<file path="config.mk">
export PLATFORM = sky130hd
export DESIGN_NAME = xbpi_top
export DESIGN_NICKNAME = d
export VERILOG_FILES = /design/src/hw/xbpi_pkg.sv /design/src/hw/xbpi_top.sv
export SDC_FILE = /design/constraint.sdc
export NUM_CORES = 1
export LEC_CHECK = 0
export BUFFER_PORTS_ARGS = -buffer_cell sky130_fd_sc_hd__buf_4
export CORE_MARGIN = 1.5
export CORE_UTILIZATION = 40
export CTS_BUF_LIST = sky130_fd_sc_hd__clkbuf_8
export CTS_CLUSTER_DIAMETER = 50
export DETAILED_ROUTE_END_ITERATION = 6
export PLACE_DENSITY = 0.73
export RECOVER_POWER = 100
export SYNTH_ARGS = -nofsm -noshare
export SYNTH_HDL_FRONTEND = slang
export SYNTH_SLANG_ARGS = --single-unit
export TNS_END_PERCENT = 50
</file>
<file path="constraint.sdc">
create_clock -name CLK -period 3 [get_ports CLK]
set_input_delay 0.15 -clock CLK [delete_from_list [all_inputs] [get_ports CLK]]
set_output_delay 0.15 -clock CLK [all_outputs]
set_load 0.01 [all_outputs]
</file>
<file path="src/hw/xbpi_pkg.sv">
/*
 * Package of the external bus pin interface: register offsets, field positions,
 * reset values, bus phase states and the request/pin carrier structs.
 * Assumes nothing of its surroundings.
 */
package xbpi_pkg;
	localparam logic [7:0] XBPI_PMR_OFF = 8'h00;
	localparam logic [7:0] XBPI_STAT_OFF = 8'h04;
	localparam logic [7:0] XBPI_P4DIR_OFF = 8'h08;
	localparam logic [7:0] XBPI_P4DAT_OFF = 8'h0c;
	localparam logic [7:0] XBPI_VECT_OFF = 8'h10;
	localparam logic [7:0] XBPI_IMEM_OFF = 8'h14;
	localparam int XBPI_MODE_LO = 0;
	localparam int XBPI_WAIT_BIT = 2;
	localparam int XBPI_CLKOUT_BIT = 7;
	localparam logic [7:0] XBPI_PMR_RST = 8'h00;
	localparam logic [7:0] XBPI_P4DIR_RST = 8'h00;
	localparam logic [23:0] XBPI_VECT_RST = 24'h00fffe;
	localparam logic [23:0] XBPI_IMEM_TOP_RST = 24'h000fff;
	localparam logic [1:0] XBPI_MODE_SINGLE = 2'h0;
	localparam logic [1:0] XBPI_MODE_EXPAND = 2'h1;
	localparam logic [1:0] XBPI_MODE_MPROC = 2'h2;
	localparam logic [2:0] XBPI_FAST_CYC = 3'h1;
	localparam logic [2:0] XBPI_WAIT_CYC = 3'h3;
	localparam logic [1:0] XBPI_RESP_OK = 2'h0;
	localparam logic [1:0] XBPI_RESP_SLV = 2'h2;

	typedef enum logic [3:0] {
		XBPI_IDLE = 4'b0001,
		XBPI_ADDR = 4'b0010,
		XBPI_DATA = 4'b0100,
		XBPI_HOLD = 4'b1000
	} xbpi_state_t;

	typedef struct packed {
		logic [23:0] addr;
		logic [15:0] wdata;
		logic write;
		logic word;
	} xbpi_req_t;

	typedef struct packed {
		logic [7:0] lo;
		logic [7:0] mid;
		logic [7:0] hi;
		logic [7:0] mid_oe;
		logic [7:0] hi_oe;
		logic [7:0] lo_oe;
	} xbpi_ports_t;
endpackage

</file>
<file path="src/hw/xbpi_top.sv">
/*
 * External bus pin interface: AXI4-Lite register slave, CPU access port and
 * the multiplexed 24-bit address/data bus with hold and ready handshakes.
 * Assumes one clock, synchronous pin inputs and an external address latch.
 */
// Decided for this implementation: the AXI4-Lite interface to the registers and the placing of the registers.
`timescale 1ns/100ps
`default_nettype none
module xbpi_top
	import xbpi_pkg::*;
(
	input wire logic CLK,
	input wire logic NRST,
	input wire logic [7:0] S_AXI_AWADDR,
	input wire logic S_AXI_AWVALID,
	output logic S_AXI_AWREADY,
	input wire logic [31:0] S_AXI_WDATA,
	input wire logic [3:0] S_AXI_WSTRB,
	input wire logic S_AXI_WVALID,
	output logic S_AXI_WREADY,
	output logic [1:0] S_AXI_BRESP,
	output logic S_AXI_BVALID,
	input wire logic S_AXI_BREADY,
	input wire logic [7:0] S_AXI_ARADDR,
	input wire logic S_AXI_ARVALID,
	output logic S_AXI_ARREADY,
	output logic [31:0] S_AXI_RDATA,
	output logic [1:0] S_AXI_RRESP,
	output logic S_AXI_RVALID,
	input wire logic S_AXI_RREADY,
	input wire xbpi_req_t CPU_REQ,
	input wire logic CPU_REQ_VALID,
	output logic CPU_REQ_READY,
	output logic [15:0] CPU_RDATA,
	output logic CPU_DONE,
	output logic [23:0] CPU_START_ADDR,
	output logic CPU_CLK_RUN,
	output logic WDOG_RUN,
	input wire logic BYTE_SEL,
	input wire logic MODE_STRAP,
	input wire logic HOLD_REQ_N,
	input wire logic READY_N,
	input wire logic [23:0] BUS_IN,
	output xbpi_ports_t BUS_OUT,
	output logic RW,
	output logic RW_OE,
	output logic UPPER_BYTE_SEL_N,
	output logic UPPER_BYTE_SEL_N_OE,
	output logic LATCH_STROBE,
	output logic BUS_GRANT_ACK_N,
	output logic DATA_STROBE_N,
	output logic CLK_OUT,
	output logic CLK_OUT_OE
);
	logic [7:0] proc_mode_reg;
	logic [7:0] p4dir_reg;
	logic [7:0] p4dat_reg;
	logic [23:0] vect_reg;
	logic [23:0] imem_top_reg;
	logic strap_reg;
	logic started_reg;
	logic [1:0] mode;
	logic ext_mode;
	xbpi_state_t state_reg;
	xbpi_req_t req_reg;
	logic [2:0] cnt_reg;
	logic [15:0] rdata_reg;
	logic done_reg;
	logic clk_div_reg;
	logic clkout_en_reg;
	logic ext_cycle;
	logic internal_hit;
	logic odd_byte;
	logic [7:0] aw_addr_reg;
	logic aw_full_reg;
	logic [31:0] w_data_reg;
	logic [3:0] w_strb_reg;
	logic w_full_reg;
	logic [31:0] rd_mux;
	logic rd_ok;
	logic wr_ok;

	// Strap sampled on the first clock edge after reset is released, then held until the next reset.
	// strap mode select
	always_ff @(posedge CLK or negedge NRST) begin
		if (!NRST) begin
			strap_reg <= 1'b0;
			started_reg <= 1'b0;
		end else begin
			if (!started_reg) begin
				strap_reg <= MODE_STRAP;
			end
			started_reg <= 1'b1;
		end
	end
	assign mode = strap_reg ? XBPI_MODE_MPROC : proc_mode_reg[XBPI_MODE_LO +: 2];
	assign ext_mode = started_reg && (mode == XBPI_MODE_EXPAND || mode == XBPI_MODE_MPROC);

	assign CPU_START_ADDR = vect_reg;

	assign internal_hit = (mode == XBPI_MODE_SINGLE) || (CPU_REQ.addr <= imem_top_reg);

	// AXI write path: address and data are taken in either order.
	assign S_AXI_AWREADY = !aw_full_reg && !S_AXI_BVALID;
	assign S_AXI_WREADY = !w_full_reg && !S_AXI_BVALID;
	always_comb begin
		wr_ok = 1'b1;
		case (aw_addr_reg)
			XBPI_PMR_OFF, XBPI_P4DIR_OFF, XBPI_P4DAT_OFF, XBPI_VECT_OFF, XBPI_IMEM_OFF: wr_ok = 1'b1;
			default: wr_ok = 1'b0;
		endcase
	end
	always_ff @(posedge CLK or negedge NRST) begin
		if (!NRST) begin
			aw_addr_reg <= 8'h00;
			aw_full_reg <= 1'b0;
			w_data_reg <= 32'h0000_0000;
			w_strb_reg <= 4'h0;
			w_full_reg <= 1'b0;
			S_AXI_BVALID <= 1'b0;
			S_AXI_BRESP <= XBPI_RESP_OK;
		end else begin
			if (S_AXI_AWVALID && S_AXI_AWREADY) begin
				aw_addr_reg <= S_AXI_AWADDR;
				aw_full_reg <= 1'b1;
			end
			if (S_AXI_WVALID && S_AXI_WREADY) begin
				w_data_reg <= S_AXI_WDATA;
				w_strb_reg <= S_AXI_WSTRB;
				w_full_reg <= 1'b1;
			end
			if (aw_full_reg && w_full_reg) begin
				aw_full_reg <= 1'b0;
				w_full_reg <= 1'b0;
				S_AXI_BVALID <= 1'b1;
				S_AXI_BRESP <= wr_ok ? XBPI_RESP_OK : XBPI_RESP_SLV;
			end else if (S_AXI_BVALID && S_AXI_BREADY) begin
				S_AXI_BVALID <= 1'b0;
			end
		end
	end

	always_ff @(posedge CLK or negedge NRST) begin
		if (!NRST) begin
			proc_mode_reg <= XBPI_PMR_RST;
			p4dir_reg <= XBPI_P4DIR_RST;
			p4dat_reg <= 8'h00;
			vect_reg <= XBPI_VECT_RST;
			imem_top_reg <= XBPI_IMEM_TOP_RST;
		end else if (aw_full_reg && w_full_reg && w_strb_reg != 4'h0) begin
			case (aw_addr_reg)
				XBPI_PMR_OFF: proc_mode_reg <= w_data_reg[7:0];
				XBPI_P4DIR_OFF: p4dir_reg <= w_data_reg[7:0];
				XBPI_P4DAT_OFF: p4dat_reg <= w_data_reg[7:0];
				XBPI_VECT_OFF: vect_reg <= w_data_reg[23:0];
				XBPI_IMEM_OFF: imem_top_reg <= w_data_reg[23:0];
				default: ;
			endcase
		end
	end

	always_comb begin
		rd_ok = 1'b1;
		case (S_AXI_ARADDR)
			XBPI_PMR_OFF: rd_mux = {24'h000000, proc_mode_reg};
			XBPI_STAT_OFF: rd_mux = {24'h000000, state_reg, 1'b0, strap_reg, ext_mode,
				BUS_GRANT_ACK_N};
			XBPI_P4DIR_OFF: rd_mux = {24'h000000, p4dir_reg};
			XBPI_P4DAT_OFF: rd_mux = {24'h000000, p4dat_reg[7:2], READY_N, HOLD_REQ_N};
			XBPI_VECT_OFF: rd_mux = {8'h00, vect_reg};
			XBPI_IMEM_OFF: rd_mux = {8'h00, imem_top_reg};
			default: begin
				rd_mux = 32'h0000_0000;
				rd_ok = 1'b0;
			end
		endcase
	end
	assign S_AXI_ARREADY = !S_AXI_RVALID;
	always_ff @(posedge CLK or negedge NRST) begin
		if (!NRST) begin
			S_AXI_RVALID <= 1'b0;
			S_AXI_RDATA <= 32'h0000_0000;
			S_AXI_RRESP <= XBPI_RESP_OK;
		end else if (S_AXI_ARVALID && S_AXI_ARREADY) begin
			S_AXI_RVALID <= 1'b1;
			S_AXI_RDATA <= rd_mux;
			S_AXI_RRESP <= rd_ok ? XBPI_RESP_OK : XBPI_RESP_SLV;
		end else if (S_AXI_RREADY) begin
			S_AXI_RVALID <= 1'b0;
		end
	end

	always_ff @(posedge CLK or negedge NRST) begin
		if (!NRST) begin
			clk_div_reg <= 1'b0;
			clkout_en_reg <= 1'b0;
		end else begin
			clk_div_reg <= !clk_div_reg;
			if (DATA_STROBE_N) begin
				clkout_en_reg <= proc_mode_reg[XBPI_CLKOUT_BIT];
			end
		end
	end
	assign CLK_OUT_OE = clkout_en_reg;
	assign CLK_OUT = clkout_en_reg & clk_div_reg;

	assign CPU_CLK_RUN = (state_reg != XBPI_HOLD);
	assign WDOG_RUN = (state_reg != XBPI_HOLD);

	assign CPU_REQ_READY = (state_reg == XBPI_IDLE) && HOLD_REQ_N;
	assign odd_byte = req_reg.addr[0];
	assign ext_cycle = ext_mode && (req_reg.write || !internal_hit);

	// Bus sequencer: idle, address phase, data phase, hold.
	always_ff @(posedge CLK or negedge NRST) begin
		if (!NRST) begin
			state_reg <= XBPI_IDLE;
			req_reg <= '0;
			cnt_reg <= 3'h0;
			rdata_reg <= 16'h0000;
			done_reg <= 1'b0;
		end else begin
			done_reg <= 1'b0;
			case (state_reg)
				XBPI_IDLE: begin
					if (!HOLD_REQ_N && ext_mode) begin
						state_reg <= XBPI_HOLD;
					end else if (CPU_REQ_VALID && CPU_REQ_READY) begin
						req_reg <= CPU_REQ;
						// internal read never uses the bus
						if (ext_mode && (CPU_REQ.write || !internal_hit)) begin
							state_reg <= XBPI_ADDR;
						end else begin
							rdata_reg <= 16'h0000;
							done_reg <= 1'b1;
						end
					end
				end
				XBPI_ADDR: begin
					state_reg <= XBPI_DATA;
					cnt_reg <= proc_mode_reg[XBPI_WAIT_BIT] ? XBPI_FAST_CYC : XBPI_WAIT_CYC;
				end
				XBPI_DATA: begin
					if (READY_N) begin
						if (cnt_reg == 3'h0) begin
							state_reg <= XBPI_IDLE;
							done_reg <= 1'b1;
							if (BYTE_SEL) begin
								rdata_reg <= {8'h00, BUS_IN[23:16]};
							end else begin
								rdata_reg <= {BUS_IN[15:8], BUS_IN[23:16]};
							end
						end else begin
							cnt_reg <= cnt_reg - 3'h1;
						end
					end
				end
				XBPI_HOLD: begin
					if (HOLD_REQ_N) begin
						state_reg <= XBPI_IDLE;
					end
				end
				default: state_reg <= XBPI_IDLE;
			endcase
		end
	end
	assign CPU_RDATA = rdata_reg;
	assign CPU_DONE = done_reg;

	assign LATCH_STROBE = (state_reg == XBPI_ADDR);
	// latch strobe low keeps external address
	assign DATA_STROBE_N = (state_reg != XBPI_DATA);
	assign BUS_GRANT_ACK_N = (state_reg != XBPI_HOLD);
	assign RW_OE = ext_mode && (state_reg != XBPI_HOLD);
	assign UPPER_BYTE_SEL_N_OE = RW_OE;
	assign RW = !(ext_cycle && req_reg.write && state_reg != XBPI_IDLE);
	assign UPPER_BYTE_SEL_N = !(odd_byte || (req_reg.word && !BYTE_SEL));

	always_comb begin
		BUS_OUT = '0;
		if (RW_OE) begin
			BUS_OUT.lo = req_reg.addr[7:0];
			BUS_OUT.lo_oe = 8'hff;
			BUS_OUT.mid_oe = 8'hff;
			BUS_OUT.hi_oe = 8'hff;
			// middle port address or odd data
			if (DATA_STROBE_N || BYTE_SEL) begin
				BUS_OUT.mid = req_reg.addr[15:8];
			end else begin
				BUS_OUT.mid = req_reg.wdata[15:8];
				BUS_OUT.mid_oe = {8{req_reg.write}};
			end
			// upper port address or even data
			// 8-bit bus uses upper port only
			if (DATA_STROBE_N) begin
				BUS_OUT.hi = req_reg.addr[23:16];
			end else begin
				BUS_OUT.hi = (BYTE_SEL && odd_byte) ? req_reg.wdata[15:8] : req_reg.wdata[7:0];
				BUS_OUT.hi_oe = {8{req_reg.write}};
			end
		end
	end
endmodule // xbpi_top
`default_nettype wire

</file>
==> metrics.md, run 1 <==
| Metric | Value |
|---|---|
| Drt total wl | 26.6 mm |
| Max Freq | 366 MHz |
| Final period utilization | 91.0% |
| Maxcap violations | 1 |
| Initial antenna violation count | 1 |
| Post-Syn Instances | 816 |
| Fin nets | 1317 |
| Ys Warns | 0 |
| VDD IR max | 0.407 mV |
| Crit-path max cell delay | 0.43 ns |
| Largest net degree at the start of global routing | 64 |
| Vias in the first global route | 7946 |
| Count leader, synth | dfrtp_1 |
| CP Buf/Inv Count | 2 |
| Global route overflow | 0 |
| CP Class | flop to flop |
| NetSw | 0.00255 W |
| Critical path's slowest cell | nor4_2 |
| First-pass GRT wire length | 42.4 mm |
| Worst-Skew Late Latency | 0.52 ns |
| RePlAce Congestion | 0.796 |
| CTS tree | built |
| H-tree level count | 2 |
| Commonest cells post-synth | dfrtp_1, mux2_2, nand2_1, inv_1, mux2i_1 |
| Rows | 56 |
| Crit end category | flop |
| Post-CTS setup buffer count | 0 |
| Seq pwr share | 45.7% |
| Asr flop ratio synth | 100% |
| Leak Pwr | 5.98 nW |
| GR Util All Layers | 21.0% |
| DR iter-0 viols | 405 |
| Root buf cell | clkbuf_8 |
| Ys flop type | dfrtp_1 |
| Top cells by area, synth | dfrtp_1, mux2_2, dfstp_2, mux2i_1, ha_1 |
| Comb pwr share | 22.8% |
| Post-Syn Area | 9730 um^2 |
| Number of enable flip-flop cells after synthesis | 0 |
| Worst R2R Setup Slack | 0.27 ns |
| PD cells | 655 nW/um^2 |
| Crit Path Max Fanout | 17 |
| Final Hold Vio Count | 0 |
| Rel. slew slack | -6.49% |
| Worst hold slack | 0.0910 ns |
| Internal | 0.00597 W |
| Layout cells sized above 1 | 30.1% |
| Residual DRC | 0 |
| Post-Route Skew | 0.0257 ns |
| Hpwl dp | 18.0 mm |
| Core Region | 23700 um^2 |
| Initial Utilization | 41.1% |
| Deepest clock path buffer count | 3 |
| WL/cell | 17.6 um |
| Final min period | 2.73 ns |
| Sequential share of the synthesized area | 53.3% |
| IO Count | 272 |
| Num CTS Buffers | 39 |
| Total Die Area | 25300 um^2 |
| Drt pass-1 iters | 4 |
| Worst path required time | 3.43 ns |
| Clock-pin transition on the worst setup and hold timing paths | 0.06 ns |
| Slew Limit Fails | 64 |
| Sw Share | 29.9% |
| Cts repair resizes | 0 |
| Synth Area per Inst | 11.9 um^2 |
| Clock power share | 31.5% |
| Area grow syn2layout | 33.8% |
| Top delay family on crit path | simple AND/OR/NAND/NOR gates |
| Final Setup Violations | 0 |
| Critical Path AT | 3.16 ns |
| Crit start category | flop |
| Height of the die | 159 um |
| Area leader, netlist | dfrtp_1 |
| CTS Sinks | 206 |
| Status | finished with violations |
| Die Width | 159 um |
| Port Buffers | 245 |
| Final ANT Viol Nets | 0 |
| Slew @ Worst Pin | 1.60 ns |
| Critical-path cell list | inv_1, ha_1, nand4_1, nor4_2, and4_1, o31ai_1, a31oi_2, o21bai_2, a31oi_4, buf_12, mux2i_1 |
| Setup TNS | 0 ns |
| Violated checks | max-capacitance violations, max-slew violations |
| Max FFs per register | 41 |
| Via count | 7510 |
| Hold WC Path Type | primary input to flop |
| Share of the synthesized area in the top cell type | 45.8% |
| Register bit total from synthesis | 206 |
| Vias/cell | 4.99 |
| RSZ-0062 raised after global routing | no |
| Yosys cell types | 56 |
-- power groups by stage --
stage	Clock (W)	Combinational (W)	Sequential, W
finish	0.00269	0.00194	0.00389
floorplan	0	0.00129	0.00381
detailed placement	0	0.00199	0.00394
global route	0.00291	0.00214	0.00398
CTS	0.00278	0.00211	0.00390
global placement	0	0.00193	0.00392
-- logic make-up (layout without fill, tap and decap cells) --
kind of cell             count (synthesis)  in the layout  synth area share [%]
other                                    2             12                0.0772
adder cells (fa/ha/maj)                 27             27                  3.47
AO/OA/AOI/OAI                          129            129                  8.91
AND/OR/NAND/NOR                        160            160                  7.64
buffers and inverters                  119            479                  6.40
flip-flops                             206            206                  53.3
multiplexers                           173            173                  20.2
-- placed cells by master (no fill, tap or decap), types with 4 or more instances in the layout --
master	count
clkbuf_1	110
nand2_1	84
and2_1	4
o22ai_1	9
o21ai_0	48
clkbuf_8	48
a21o_1	5
buf_4	143
a211oi_1	9
nand4_1	4
inv_1	62
dfstp_2	12
a21oi_1	26
nand3_1	7
clkbuf_2	6
dfstp_1	16
a22o_1	17
conb_1	11
nor2_1	25
mux2_2	125
dfrtp_1	178
and2_0	12
dlygate4sd3_1	100
ha_1	27
nor2b_1	5
mux2i_1	42
mux4_2	6
-- worst paths after layout --
| path | start | to | depth (start not counted) |
|---|---|---|---|
| setup / recovery | imem_top_reg[23] | CPU_RDATA[10] | 11 |
| hold / removal | CPU_REQ_VALID | CPU_DONE | 4 |
| setup reg to reg | imem_top_reg[23] | CPU_RDATA[10] | 11 |
| hold reg to reg | clk_div_reg | clk_div_reg | 1 |
| max in group asynchronous | NRST | w_data_reg[13] | 3 |
| min in group asynchronous | NRST | CPU_DONE | 2 |
-- worst reg2reg max path, cell delays in order (launching register included) --
cell,delay [ns]
dfrtp_1,0.34
inv_1,0.07
ha_1,0.31
nand4_1,0.16
nor4_2,0.43
and4_1,0.31
o31ai_1,0.12
a31oi_2,0.21
o21bai_2,0.12
a31oi_4,0.21
buf_12,0.18
mux2i_1,0.20
-- final cells by class --
cell class | instances | area (um^2)
Antenna cell | 1 | 2.50
Clock buffer | 48 | 661
Clock inverter | 18 | 105
Fill cell | 2140 | 10700
Inverter | 50 | 188
Multi-Input combinational cell | 500 | 3910
Sequential cell | 206 | 5190
Tap cell | 319 | 399
Timing Repair Buffer | 363 | 2570
-- repair_timing --
action                                 4_1_cts  5_1_grt
hold buffers                               100        0
setup endpoints to repair                    0        0
endpoints found under the hold margin      159        0
-- per-layer routing --
layer | vias to the layer above | track usage, % | part of all wire [%]
li1 | 3499 | - | -
met5 | - | 0 | 0
met2 | 234 | 36.8 | 51
met3 | 41 | 4.09 | 5.3
met1 | 3736 | 26.5 | 42
met4 | 0 | 6.00 | 1.9
-- stage by stage --
stage | area (um^2) | instances | power [W] | setup WS [ns] | utilization (%)
floorplan | 9770 | 825 | 0.00510 | 0.643 | -
global placement | 11800 | 1338 | 0.00585 | 0.380 | 49.7
CTS | 13500 | 1504 | 0.00878 | 0.236 | 57.2
detailed placement | 11800 | 1338 | 0.00593 | 0.256 | 49.7
global route | 13000 | 1505 | 0.00903 | 0.00152 | 55.0
finish | 13000 | 1505 | 0.00852 | 0.271 | 55.0
No activity file was read; power rests on OpenSTA's default activity.
==> inputs of run 2 (changes only) <==
--- a/config.mk
+++ b/config.mk
@@ -6,12 +6,12 @@
 export NUM_CORES = 1
 export LEC_CHECK = 0
 export BUFFER_PORTS_ARGS = -buffer_cell sky130_fd_sc_hd__buf_4
-export CORE_MARGIN = 1.5
+export CORE_ASPECT_RATIO = 1.1
+export CORE_MARGIN = 2
 export CORE_UTILIZATION = 40
 export CTS_BUF_LIST = sky130_fd_sc_hd__clkbuf_8
 export CTS_CLUSTER_DIAMETER = 50
 export DETAILED_ROUTE_END_ITERATION = 6
-export PLACE_DENSITY = 0.73
 export RECOVER_POWER = 100
 export SYNTH_ARGS = -nofsm -noshare
 export SYNTH_HDL_FRONTEND = slang
==> metrics.md, run 2 (same netlist as run 1, synthesis figures left out) <==
| Metric | Value |
|---|---|
| Status | finished with violations |
| Violated checks | max-capacitance violations, max-slew violations |
| VDD IR max | 0.468 mV |
| Commonest non-fill, non-tap cell in the layout | dfrtp_1 |
| Slew @ Worst Pin | 2.33 ns |
| Top delay family on crit path | simple AND/OR/NAND/NOR gates |
| Total Die Area | 25600 um^2 |
| Post-Route Skew | 0.0144 ns |
| Fin nets | 1318 |
| FILL cells | 2225 |
| Die Width | 153 um |
| Worst hold slack | 0.0596 ns |
| Setup TNS | 0 ns |
| N_diodes | 0 |
| Hold Startpoint | CPU_REQ_VALID |
| IO Count | 272 |
| Clock-pin transition on the worst setup and hold timing paths | 0.06 ns |
| Area grow syn2layout | 33.3% |
| Critical path's slowest cell | nor4_2 |
| Cts repair resizes | 0 |
| Largest net degree at the start of global routing | 89 |
| Via count | 7367 |
| Port Buffers | 245 |
| First-pass GRT wire length | 42.2 mm |
| Critical Path AT | 3.16 ns |
| Root buf cell | clkbuf_8 |
| Final Hold Vio Count | 0 |
| Setup crit start | imem_top_reg[23] |
| CTS tree | built |
| Worst-Skew Late Latency | 0.52 ns |
| Placed cell area | 11700 um^2 |
| GR Util All Layers | 20.6% |
| Most frequent cells in the layout | dfrtp_1, buf_4, mux2_2 |
| Initial antenna violation count | 0 |
| Maxcap violations | 1 |
| Crit start category | flop |
| Slew Limit Fails | 88 |
| Vias/cell | 4.94 |
| Core Region | 23800 um^2 |
| Crit end category | flop |
| Drt total wl | 26.4 mm |
| WL/cell | 17.7 um |
| Worst path required time | 3.44 ns |
| Final Setup Violations | 0 |
| PD cells | 646 nW/um^2 |
| RePlAce Congestion | 0.771 |
| DR iter-0 viols | 340 |
| Post-CTS setup buffer count | 0 |
| Final period utilization | 90.7% |
| Crit Path Max Fanout | 17 |
| Deepest clock path buffer count | 3 |
| Max FFs per register | 41 |
| Rel. slew slack | -55.1% |
| Final core utilization | 54.6% |
| Critical-path cell list | inv_1, ha_1, nand4_1, nor4_2, and4_1, o31ai_1, a31oi_1, o21bai_1, a31oi_4, buf_12, mux2i_1 |
| Residual DRC | 0 |
| RR Startpoint | imem_top_reg[23] |
| Dpl ws | 0.318 ns |
| Vias in the first global route | 7693 |
| Final ANT Viol Nets | 0 |
| RSZ-0062 raised after global routing | no |
| H-tree level count | 2 |
| CP Buf/Inv Count | 2 |
| Hpwl dp | 18.2 mm |
| Height of the die | 168 um |
| Leak Pwr | 5.98 nW |
| CP Class | flop to flop |
| Max Freq | 368 MHz |
| Initial Utilization | 40.9% |
| Drt pass-1 iters | 4 |
| Layout cells sized above 1 | 30.0% |
| Hold WC Path Type | primary input to flop |
| Final Instance Area | 13000 um^2 |
| Num CTS Buffers | 38 |
| Rows | 59 |
| CTS Sinks | 206 |
| Global route overflow | 0 |
| Final min period | 2.72 ns |
| Setup WS post-layout | 0.280 ns |
| Crit-path max cell delay | 0.41 ns |
[run 2: path summary, 6_finish.rpt]
kind | endpoint | slack (ns) | depth (start not counted)
max in group asynchronous | aw_addr_reg[2] | 0.51 | 3
min in group asynchronous | CPU_START_ADDR[17] | 0.83 | 2
setup reg to reg | CPU_RDATA[11] | 0.28 | 11
setup / recovery | CPU_RDATA[11] | 0.28 | 11
hold / removal | CPU_DONE | 0.06 | 4
hold reg to reg | clk_div_reg | 0.41 | 1
[run 2: power breakdown]
part	internal [W]	leakage, nW	switching [W]
Combinational	0.00103	2.97	0.000894
Clock	0.00143	0.437	0.00113
Sequential	0.00341	2.57	0.000476
Total	0.00588	5.98	0.00250
[run 2: area by class of cell]
type | instances | area [um^2] | area share, %
Clock buffer | 48 | 661 | 5.09
Clock inverter | 18 | 71.3 | 0.550
Inverter | 50 | 188 | 1.45
Multi-Input combinational cell | 500 | 3910 | 30.1
Sequential cell | 206 | 5190 | 40.0
Tap cell | 305 | 382 | 2.94
Timing Repair Buffer | 365 | 2570 | 19.8
[run 2: metrics by stage]
| step | cells | power, W |
|---|---|---|
| final | 1492 | 0.00837 |
| after global routing | 1492 | 0.00891 |
| after CTS | 1492 | 0.00865 |
| after detailed placement | 1326 | 0.00592 |
| after global placement | 1326 | 0.00587 |
| after floorplan | 825 | 0.00510 |
[run 2: repair_timing]
action | in CTS | in global routing
setup endpoints to repair | 0 | 0
endpoints found under the hold margin | 171 | 0
hold buffers | 100 | 0
[run 2: worst min-delay path, delay by kind of cell]
kind	cells	cell delay, ns
AO/OA/AOI/OAI	1	0.08
buffers and inverters	3	0.31
[run 2: per-layer routing]
layer / vias to the layer above / global-route usage (%) / share of wire [%]
met5: - / 0 / 0
met4: 0 / 5.19 / 1.8
met3: 41 / 3.93 / 4.8
met2: 202 / 34.5 / 48
met1: 3617 / 27.6 / 45
li1: 3507 / - / -
